==> config.mk <==
export PLATFORM = sky130hd
export DESIGN_NAME = uieid_top
export DESIGN_NICKNAME = d
export VERILOG_FILES = /design/src/rtl/uieid_pkg.sv /design/src/rtl/uieid_src_if.sv /design/src/rtl/uieid_prio.sv /design/src/rtl/uieid_top.sv
export SDC_FILE = /design/constraint.sdc
export NUM_CORES = 1
export LEC_CHECK = 0
export BUFFER_PORTS_ARGS = -buffer_cell sky130_fd_sc_hd__buf_2
export CAP_MARGIN = 20
export CORE_AREA = 8 8 52 54
export DETAILED_ROUTE_END_ITERATION = 16
export DIE_AREA = 0 0 60 62
export GPL_TIMING_DRIVEN = 0
export MAX_ROUTING_LAYER = met4
export PLACE_DENSITY = 0.75
export SKIP_LAST_GASP = 1
export SLEW_MARGIN = 20
export SYNTH_ARGS = -nofsm -noshare
export SYNTH_HDL_FRONTEND = slang
export SYNTH_SLANG_ARGS = --single-unit
==> constraint.sdc <==
create_clock -name i_clk -period 1.08 [get_ports i_clk]
set_input_delay 0 -clock i_clk [delete_from_list [all_inputs] [get_ports i_clk]]
set_output_delay 0 -clock i_clk [all_outputs]
set_load 0.005 [all_outputs]
==> src/rtl/uieid_pkg.sv <==
// Package: register offsets, field positions and codes of the interrupt enable/identify logic
package uieid_pkg;
  localparam logic [2:0] UIEID_OFS_ENABLE = 3'h1;
  localparam logic [2:0] UIEID_OFS_IDENT = 3'h2;
  localparam logic [2:0] UIEID_OFS_RXBUF = 3'h0;
  localparam logic [2:0] UIEID_OFS_LSR = 3'h5;
  localparam logic [2:0] UIEID_OFS_MSR = 3'h6;
  localparam int UIEID_BIT_RXDATA = 0;
  localparam int UIEID_BIT_TXEMPTY = 1;
  localparam int UIEID_BIT_LINE = 2;
  localparam int UIEID_BIT_MODEM = 3;
  localparam logic [3:0] UIEID_ENABLE_RESET = 4'h0;
  localparam logic [2:0] UIEID_CODE_LINE = 3'h3;
  localparam logic [2:0] UIEID_CODE_RXDATA = 3'h2;
  localparam logic [2:0] UIEID_CODE_TIMEOUT = 3'h6;
  localparam logic [2:0] UIEID_CODE_TXEMPTY = 3'h1;
  localparam logic [2:0] UIEID_CODE_MODEM = 3'h0;
  localparam logic [7:0] UIEID_IDENT_RESET = 8'h01;
  localparam logic [1:0] UIEID_FIFO_BITS_ON = 2'h3;
  typedef struct packed {
    logic line;
    logic rxdata;
    logic timeout;
    logic txempty;
    logic modem;
  } uieid_src_t;
endpackage : uieid_pkg

==> src/rtl/uieid_src_if.sv <==
// Interface: pending sources and enables between the top and the priority encoder
`timescale 1ns/10ps
interface uieid_src_if;
  import uieid_pkg::*;
  uieid_src_t pending;
  logic [3:0] enable;
  logic fifo_mode;
  logic [2:0] code;
  logic any;
  modport top (output pending, output enable, output fifo_mode, input code, input any);
  modport enc (input pending, input enable, input fifo_mode, output code, output any);
endinterface : uieid_src_if

==> src/rtl/uieid_prio.sv <==
// Priority encoder for the identification code
`timescale 1ns/10ps
module uieid_prio import uieid_pkg::*; (
  // Source side
  uieid_src_if.enc s
);
  logic line_on;
  logic rx_on;
  logic to_on;
  logic tx_on;
  logic ms_on;
  always_comb begin
    line_on = s.pending.line & s.enable[UIEID_BIT_LINE];
    rx_on = s.pending.rxdata & s.enable[UIEID_BIT_RXDATA];
    to_on = s.pending.timeout & s.enable[UIEID_BIT_RXDATA] & s.fifo_mode;
    tx_on = s.pending.txempty & s.enable[UIEID_BIT_TXEMPTY];
    ms_on = s.pending.modem & s.enable[UIEID_BIT_MODEM];
    s.any = line_on | rx_on | to_on | tx_on | ms_on;
    if (line_on) begin
      s.code = UIEID_CODE_LINE;
    end else if (rx_on) begin
      s.code = UIEID_CODE_RXDATA;
    end else if (to_on) begin
      s.code = UIEID_CODE_TIMEOUT;
    end else if (tx_on) begin
      s.code = UIEID_CODE_TXEMPTY;
    end else begin
      s.code = UIEID_CODE_MODEM;
    end
  end
endmodule : uieid_prio

==> src/rtl/uieid_top.sv <==
// Interrupt enable and identification logic of the serial port
// Behaviour
// Enable register at offset 1, bits 7..4 read zero, bits 3..0 gate sources.
// All enables zero means no interrupt; each bit permits only its class.
// Enable bit 3 permits modem status interrupt on modem line changes.
// Enable bit 2 permits receiver line status interrupt on errors or break.
// Enable bit 1 permits transmitter holding empty interrupt.
// Enable bit 0 permits received data, and FIFO trigger and timeout.
// Identification register at offset 2 is read-only, frozen while read.
// Events during identification read are captured, shown after read ends.
// Bits 7,6 show FIFO mode, zero on non-FIFO variant; bits 5,4 zero.
// Bit 0 is active low pending flag; code valid only when zero.
// Bit 3 reads zero outside FIFO mode.
// Line status highest priority, code 011, cleared by line status read.
// Received data second, code 010, cleared by buffer read or trigger level.
// FIFO trigger interrupt drops when fill falls below trigger level.
// Character timeout code 110, second priority, cleared by FIFO read.
// Transmit empty third, code 001, cleared by ident read or transmit write.
// Modem status lowest, code 000, raised by modem line changes.
// Modem status stays pending until modem status register is read.
// Board interrupt reaches host only while user output two is set.
// After reset FIFO mode off, so bits 7, 6 and 3 read zero.
// Interrupt output active when any source is enabled and pending.
// Disabled source is not reported; lower enabled source may show.
`timescale 1ns/10ps
module uieid_top import uieid_pkg::*; #(
  parameter bit HAS_FIFO = 1'b1
) (
  // Clock and reset
  input wire logic i_clk,
  input wire logic i_rst,
  // Host register access
  input wire logic [2:0] i_addr,
  input wire logic i_rd,
  input wire logic i_wr,
  input wire logic i_dlab,
  input wire logic [7:0] i_wdata,
  output logic [7:0] o_rdata,
  // Source conditions from the rest of the port
  input wire logic i_line_event,
  input wire logic i_rx_ready,
  input wire logic i_rx_trigger,
  input wire logic i_rx_timeout,
  input wire logic i_tx_empty,
  input wire logic i_modem_change,
  input wire logic i_fifo_mode,
  input wire logic i_user_output_two,
  // Interrupt outputs
  output logic o_irq,
  output logic o_irq_board
);
  // ****************************************
  // State
  // ****************************************
  logic [3:0] enable_reg;
  logic [3:0] enable_next;
  logic line_reg;
  logic line_next;
  logic modem_reg;
  logic modem_next;
  logic tx_reg;
  logic tx_next;
  logic tx_empty_d_reg;
  logic tx_empty_d_next;
  logic rd_d_reg;
  logic rd_d_next;
  logic [7:0] ident_reg;
  logic [7:0] ident_next;
  logic [7:0] rdata_reg;
  logic [7:0] rdata_next;
  logic irq_reg;
  logic irq_next;
  logic board_reg;
  logic board_next;
  logic fifo_on;
  logic ident_rd;
  uieid_src_if src ();

  uieid_prio u_prio (
    .s(src)
  );

  // ****************************************
  // Next state
  // ****************************************
  // Strobe qualified by a register offset
  function automatic logic bus_hit(input logic strobe, input logic [2:0] addr, input logic [2:0] ofs);
    return strobe && (addr == ofs);
  endfunction : bus_hit

  // Encoder inputs kept out of the next-state process, which reads the code back
  assign fifo_on = HAS_FIFO & i_fifo_mode;
  // Data ready and trigger are level conditions owned by the receiver
  assign src.pending = '{line: line_reg,
                         rxdata: fifo_on ? i_rx_trigger : i_rx_ready,
                         timeout: i_rx_timeout,
                         txempty: tx_reg & i_tx_empty,
                         modem: modem_reg};
  assign src.enable = enable_reg;
  assign src.fifo_mode = fifo_on;

  always_comb begin
    ident_rd = bus_hit(i_rd, i_addr, UIEID_OFS_IDENT);
    enable_next = enable_reg;
    if (bus_hit(i_wr && !i_dlab, i_addr, UIEID_OFS_ENABLE)) begin
      enable_next = i_wdata[3:0];
    end
    // Set wins over a same-cycle clear
    line_next = i_line_event | (line_reg & ~bus_hit(i_rd, i_addr, UIEID_OFS_LSR));
    modem_next = i_modem_change | (modem_reg & ~bus_hit(i_rd, i_addr, UIEID_OFS_MSR));
    // Empty is flagged on its rising edge and by enabling the source
    tx_empty_d_next = i_tx_empty;
    tx_next = tx_reg;
    // Only the first cycle of a read clears, so an event during a long read survives
    if (ident_rd && !rd_d_reg && ident_reg[3:1] == UIEID_CODE_TXEMPTY && !ident_reg[0]) begin
      tx_next = 1'b0;
    end
    if (bus_hit(i_wr && !i_dlab, i_addr, UIEID_OFS_RXBUF)) begin
      tx_next = 1'b0;
    end
    if ((i_tx_empty && !tx_empty_d_reg)
        || (i_tx_empty && enable_next[UIEID_BIT_TXEMPTY] && !enable_reg[UIEID_BIT_TXEMPTY])) begin
      tx_next = 1'b1;
    end
    rd_d_next = ident_rd;
    // Snapshot held while the read lasts; new events shown afterwards
    ident_next = ident_reg;
    if (!ident_rd) begin
      ident_next = {fifo_on ? UIEID_FIFO_BITS_ON : 2'h0, 2'h0,
                    src.code[2] & fifo_on, src.code[1:0], ~src.any};
    end
    rdata_next = 8'h00;
    if (i_rd) begin
      if (i_addr == UIEID_OFS_IDENT) begin
        rdata_next = ident_reg;
      end else if (i_addr == UIEID_OFS_ENABLE && !i_dlab) begin
        rdata_next = {4'h0, enable_reg};
      end
    end
    irq_next = src.any;
    board_next = src.any & i_user_output_two;
  end

  // ****************************************
  // Registers
  // ****************************************
  always_ff @(posedge i_clk) begin
    if (i_rst) begin
      enable_reg <= UIEID_ENABLE_RESET;
      line_reg <= 1'b0;
      modem_reg <= 1'b0;
      tx_reg <= 1'b0;
      // Idle level of an empty transmitter, so no false edge after reset
      tx_empty_d_reg <= 1'b1;
      rd_d_reg <= 1'b0;
      ident_reg <= UIEID_IDENT_RESET;
      rdata_reg <= 8'h00;
      irq_reg <= 1'b0;
      board_reg <= 1'b0;
    end else begin
      enable_reg <= enable_next;
      line_reg <= line_next;
      modem_reg <= modem_next;
      tx_reg <= tx_next;
      tx_empty_d_reg <= tx_empty_d_next;
      rd_d_reg <= rd_d_next;
      ident_reg <= ident_next;
      rdata_reg <= rdata_next;
      irq_reg <= irq_next;
      board_reg <= board_next;
    end
  end

  assign o_rdata = rdata_reg;
  assign o_irq = irq_reg;
  assign o_irq_board = board_reg;
endmodule : uieid_top

==> results of run 1 <==
[timing repair]
| item | CTS | global route |
|---|---|---|
| resized for setup | 1 | 8 |
| pin swaps | 0 | 3 |
| hold buffers | 10 | 0 |
| setup endpoints to repair | 2 | 6 |
| cloned | 0 | 0 |
| endpoints found under the hold margin | 11 | 0 |
[critical path, delay by kind of cell, from the launching register on]
family          cells  cell delay [ns]
compound gates      1             0.22
simple gates        2             0.39
flops               1             0.35
[logic make-up (layout without fill, tap and decap cells)]
kind of cell	after synthesis	count (layout)	synth area share
buf+inv	9	50	0.05302
simple gates	29	29	0.2106
other cells	1	2	0.004414
compound gates	32	32	0.2371
flops	21	21	0.4948
[worst min-delay path by stage]
stage                                 end  slack (ns)  depth (start not counted)
6_report       enable_reg[0]$_SDFFE_PP0N_        0.06                          4
3_3_place_gp         modem_reg$_SDFF_PP0_        0.21                          3
3_5_place_dp    tx_empty_d_reg$_SDFF_PP1_        0.21                          3
4_1_cts        enable_reg[0]$_SDFFE_PP0N_        0.03                          4
5_1_grt        enable_reg[0]$_SDFFE_PP0N_        0.06                          4
2_1_floorplan   tx_empty_d_reg$_SDFF_PP1_        0.08                          2
[report_power, final]
part	internal, mW	switching [mW]
clock	0.138	0.235
sequential	0.793	0.0121
combinational	0.0843	0.0748
[per-layer routing]
| layer | track usage | vias to the layer above |
|---|---|---|
| met5 | - | - |
| met4 | 0.06122 | 0 |
| met3 | 0.04115 | 2 |
| met2 | 0.2492 | 27 |
| met1 | 0.1214 | 406 |
| li1 | - | 420 |
[area by class of cell]
cell class                 count  area (um2)  area share
timing repair buffer          37       235.2      0.2002
sequential                    21       421.7      0.3589
inverter                       5       18.77     0.01597
clock inverter                 1       5.005    0.004260
tap                           27       33.78     0.02875
clock buffer                   3       22.52     0.01917
buffer                         4       26.28     0.02236
multi-input combinational     63       411.6      0.3504
[synthesized netlist by cell type, drive strengths merged]
cell | instances | area [um2]
nand2 | 6 | 22.52
a31oi | 1 | 6.260
and4 | 1 | 8.760
clkbuf | 1 | 3.750
and4b | 1 | 10.01
dfxtp | 21 | 420.4
a21o | 1 | 7.510
a311oi | 1 | 8.760
buf | 3 | 22.52
nand4b | 1 | 8.760
o21ai | 9 | 45.04
nor3b | 2 | 15.01
o311a | 1 | 10.01
and3 | 2 | 12.51
nor2 | 3 | 11.26
inv | 5 | 18.77
a21oi | 12 | 60.06
nand3 | 6 | 30.03
nand4bb | 1 | 11.26
a32o | 1 | 10.01
or2 | 1 | 6.260
conb | 1 | 3.750
o41ai | 1 | 8.760
nor4 | 1 | 6.260
and4bb | 1 | 12.51
nand2b | 1 | 6.260
nor2b | 1 | 6.260
or3b | 1 | 11.26
a22o | 4 | 35.03
a41o | 1 | 10.01
[through the flow]
| step | util | std cells | setup TNS, ns | hold slack, ns |
|---|---|---|---|---|
| 6_report | 0.6178 | 161 | 0 | 0.05900 |
| 5_1_grt | 0.6178 | 161 | -0.03179 | 0.05819 |
| 4_1_cts | 0.6053 | 161 | 0 | 0.02875 |
| 3_5_place_dp | 0.5375 | 147 | -0.1235 | 0.2083 |
| 3_3_place_gp | 0.5375 | 147 | -0.09398 | 0.2067 |
| 2_1_floorplan | - | 93 | 0 | 0.08482 |
==> results.cfg, run 1 <==
[power]
p_leak_nw = 0.5159
ir_drop_mv = 0.5789
power_mw = 1.337
powerDensity_mw_per_mm2 = 1138

[placed_design]
preCtsSetupSlack_ns = -0.1235
portBuffers = 27
post_dp_cell_area_mm2 = 0.001022
gp_congestion = 0.7656
dp_hpwl_um = 1692

[setup_path]
end_kind = register
critical_path.max_stage_delay_ns = 0.35
slowest_stage = dfxtp_1
worstSetupPathType = reg2reg
reg2reg_from = ident_reg[3]$_SDFFE_PP0P_
startpoint = ident_reg[3]$_SDFFE_PP0P_
critPathRequiredTime_ns = 1.29
arrival_ns = 1.26
cp-start-kind = register
r2r_cells = 3
cp-endpoint = tx_reg$_SDFFE_PP0P_
r2r_setup_slack_ns = 0.03
r2r-end = tx_reg$_SDFFE_PP0P_
cp_max_fo = 3
crit_chain = nor4_2 > nand3_1 > a32o_1

[run]
drv_cap = 0

[logic_synthesis]
syn_inst = 92
yosysWarnings = 0
syn_area_um2 = 849.6
syn_area_per_cell_um2 = 9.234
ys_ff_latch = 21
seq_area_frac_synth = 0.4948
synth_cell_types = 31

[finish]
area_growth_pct = 38.29
n_antenna_cell = 0
layout_common_cells = 27 x buf_2, 20 x dfxtp_1, 11 x a21oi_1, 10 x dlygate4sd3_1, 7 x o21ai_0
nets = 159
drive_gt1_frac = 0.3209
fin_area_mm2 = 0.001175
mostFrequentLayoutCell = buf_2
fill_cells = 168

[global_routing]
grt_pass1_wl_um = 3567
grt_max_degree = 13
grt_usage = 0.1330
grt_pass1_vias = 880
overflow = 0
antenna_found_initial = 0

[clocking]
insertion_delay_ns = 0.30
cts.sinks = 21
cts_tree = yes
postCtsSetupBuffers = 0
htreeDepth = 1
cts_made_buffers = 3
cts.path.max_buffers = 2
ctsRootBufferMaster = clkbuf_4
clk_pin_slew_ns = 0.12

[floorplanning]
die_area_mm2 = 0.003720
core_mm2 = 0.001902
die_y_um = 62
pin_count = 34
initial_core_util = 0.4467
row_count = 16
dieWidth_um = 60

[sta]
tightestPinTransition_ns = 0.5078
finClkSkew_ns = 0.005031
period_minus_slack_ns = 1.051
min_period_over_period = 0.9732
rsz0062_at_grt = yes
max_freq_mhz = 951.4
slew_violations = 0
fin_ws_ns = 0.02895
setup_viol = 0
relSlewSlack = 0.6607
hold_violations = 0

[detailed_routing]
wl_met1_um = 957
vias_per_cell = 5.311
firstDrtPassIters = 5
wl_met2_um = 1235
top_layer = met4
drtIter0Drc = 16
routed_wl_um = 2321
routedWlPerCell_um = 14.42
final_antenna_net_count = 0
met3RoutedLength_um = 118
vias = 855
drc_errors = 0

[worst_hold_path]
hold_path.class = in2reg
hold_start = i_dlab

[run_status]
status = completed
Note: power is estimated with default switching activity, not from simulation.
==> inputs of run 2 (changes only) <==
--- a/config.mk
+++ b/config.mk
@@ -5,14 +5,15 @@
 export SDC_FILE = /design/constraint.sdc
 export NUM_CORES = 1
 export LEC_CHECK = 0
+export ABC_AREA = 1
 export BUFFER_PORTS_ARGS = -buffer_cell sky130_fd_sc_hd__buf_2
 export CAP_MARGIN = 20
-export CORE_AREA = 8 8 52 54
+export CORE_AREA = 8 8 54 56
 export DETAILED_ROUTE_END_ITERATION = 16
-export DIE_AREA = 0 0 60 62
+export DIE_AREA = 0 0 62 64
 export GPL_TIMING_DRIVEN = 0
 export MAX_ROUTING_LAYER = met4
-export PLACE_DENSITY = 0.75
+export PLACE_DENSITY = 0.73
 export SKIP_LAST_GASP = 1
 export SLEW_MARGIN = 20
 export SYNTH_ARGS = -nofsm -noshare
==> results.cfg, run 2 <==
[finish]
area_growth_pct = 33.60
utilization = 0.5859
multi_input_area_um2 = 401.6
fill_cells = 207
n_antenna_cell = 0
nets = 193
drive_gt1_frac = 0.3155
mostFrequentLayoutCell = buf_2
layout_common_cells = 27 x buf_2, 26 x nand2_1, 20 x dfxtp_1, 19 x inv_1, 13 x nor2_1
regArea_um2 = 421.7
fin_area_mm2 = 0.001234

[detailed_routing]
vias = 889
drc_errors = 0
vias_per_cell = 4.536
routedWlPerCell_um = 10.92
firstDrtPassIters = 4
final_antenna_net_count = 0
drtIter0Drc = 13
routed_wl_um = 2140

[setup_path]
slowest_stage = dlygate4sd3_1
r2r_setup_slack_ns = 0.12
cp_max_fo = 5
reg2reg_from = ident_reg[3]$_SDFFE_PP0P_
r2r-end = tx_reg$_SDFFE_PP0P_
critPathRequiredTime_ns = 1.30
end_kind = register
cp-start-kind = primary input
critical_path.max_stage_delay_ns = 0.53
r2r_cells = 8
arrival_ns = 1.19
worstSetupPathType = in2reg
crit_chain = dlygate4sd3_1 > buf_2 > inv_1 > nand2_1 > nor2_4 > inv_2 > o21ai_1 > a21oi_1

[placed_design]
dp_hpwl_um = 1737
gp_congestion = 0.8537
post_dp_cell_area_mm2 = 0.001097
preCtsSetupSlack_ns = 0.1334
portBuffers = 27

[logic_synthesis]
syn_inst = 126
yosysTopAreaCellShare = 0.4553
async_reset_ff_frac = 0
synth_edf_count = 0
yosysTopAreaCell = dfxtp_1
synth_area_leaders = dfxtp_1 46%, nand2_1 11%, inv_1 7.7%
synth.most_common_cell = nand2_1
synth_top_flop_cell = dfxtp_1
synth_common_cells = 27 x nand2_1, 21 x dfxtp_1, 19 x inv_1
synth_cell_types = 23
seq_area_frac_synth = 0.4553
syn_area_per_cell_um2 = 7.328
syn_area_um2 = 923.4
yosysWarnings = 0
ys_ff_latch = 21

[sta]
setup_viol = 0
slew_violations = 0
hold_violations = 0
max_freq_mhz = 1026
rsz0062_at_grt = no
period_minus_slack_ns = 0.9743
finClkSkew_ns = 0.004933
fin_tns_setup_ns = 0
fin_ws_ns = 0.1057
min_period_over_period = 0.9022

[clocking]
cts.path.max_buffers = 2
insertion_delay_ns = 0.31
clk_pin_slew_ns = 0.12
ctsRootBufferMaster = clkbuf_4
postCtsSetupBuffers = 0
cts.sinks = 21
cts_tree = yes
htreeDepth = 1
cts_made_buffers = 3

[worst_hold_path]
worstHoldEndpoint = ident_reg[6]$_SDFFE_PP0P_
hold_path_depth = 3
hold_path.class = in2reg
hold_start = i_fifo_mode

[global_routing]
overflow = 0
grt_pass1_wl_um = 3788
grt_max_degree = 13
grtUsageMet3 = 0.02800
grt.busiest_layer = met2
grt_util_met2 = 0.2083
antenna_found_initial = 0
grt_usage = 0.1254
grt_pass1_vias = 930
gr-usage-met1 = 0.1377

[floorplanning]
core_mm2 = 0.002106
initial_core_util = 0.4385
dieWidth_um = 62
die_area_mm2 = 0.003968
die_y_um = 64
pin_count = 34
row_count = 17

[power]
power_mw = 1.364
p_leak_nw = 0.6109
powerDensity_mw_per_mm2 = 1106
ir_drop_mv = 0.6987

[run_status]
status = completed

[run]
drv_cap = 0
run 2: cell count changes after synthesis, sizes merged, moves of 3 or more:
cell / before / now
nand2: 6 / 28
inv: 5 / 24
nor2: 3 / 19
a21oi: 12 / 8
a22o: 4 / 0
o22ai: 0 / 3
run 2: worst max path at each step:
| stage | endpoint | slack (ns) | start | depth (start not counted) |
|---|---|---|---|---|
| finish | enable_reg[0]$_SDFFE_PP0N_ | 0.11 | i_dlab | 8 |
| global placement | tx_reg$_SDFFE_PP0P_ | 0.13 | ident_reg[3]$_SDFFE_PP0P_ | 8 |
| CTS | o_irq_board$_SDFF_PP0_ | 0.07 | i_fifo_mode | 9 |
| floorplan | tx_reg$_SDFFE_PP0P_ | 0.23 | ident_reg[3]$_SDFFE_PP0P_ | 8 |
| global route | tx_reg$_SDFFE_PP0P_ | 0.001 | ident_reg[3]$_SDFFE_PP0P_ | 8 |
| detailed placement | o_irq_board$_SDFF_PP0_ | 0.13 | enable_reg[0]$_SDFFE_PP0N_ | 6 |
run 2: kinds of logic (layout without fill, tap and decap cells):
logic type | count (synthesis) | count (layout) | share of synthesized area
buf+inv | 27 | 68 | 0.1220
simple gates | 56 | 56 | 0.2873
other cells | 1 | 2 | 0.004061
compound gates | 21 | 21 | 0.1314
flops | 21 | 21 | 0.4553
run 2: worst max-delay path: cells and delay by family:
| kind | cells | cell delay (ns) |
|---|---|---|
| buffers and inverters | 4 | 0.78 |
| AND/OR/NAND/NOR | 2 | 0.24 |
| AO/OA/AOI/OAI | 2 | 0.17 |
run 2: power breakdown:
group	internal (mW)	switching (mW)	leakage, nW
logic	0.0847	0.0872	0.422
clock network	0.139	0.249	0.0177
registers	0.795	0.00999	0.171
run 2: per-stage QoR:
stage	hold slack [ns]	std cells
after CTS	0.03324	197
after global routing	0.02361	196
final	0.001589	196
after detailed placement	0.2216	182
after floorplan	0.06907	127
after global placement	0.2158	182
run 2: area by class of cell:
class | count | share of cell area
plain buffers | 3 | 0.01826
clock buffers | 3 | 0.01826
clock inverters | 1 | 0.004057
inverters | 24 | 0.07302
multi-input cells | 79 | 0.3256
flip-flops and latches | 21 | 0.3418
well taps | 28 | 0.02840
repair buffers | 37 | 0.1907
run 2: repair_timing:
action	CTS	global route
hold buffers	11	0
resized for setup	0	4
hold endpoints to repair	12	0
endpoints found under the setup margin	0	6
run 2: layer usage:
| metal | up-vias | wire length [um] |
|---|---|---|
| met5 | - | 0 |
| met2 | 24 | 1033 |
| met1 | 394 | 930 |
| li1 | 466 | - |
| met4 | 0 | 42 |
| met3 | 5 | 132 |
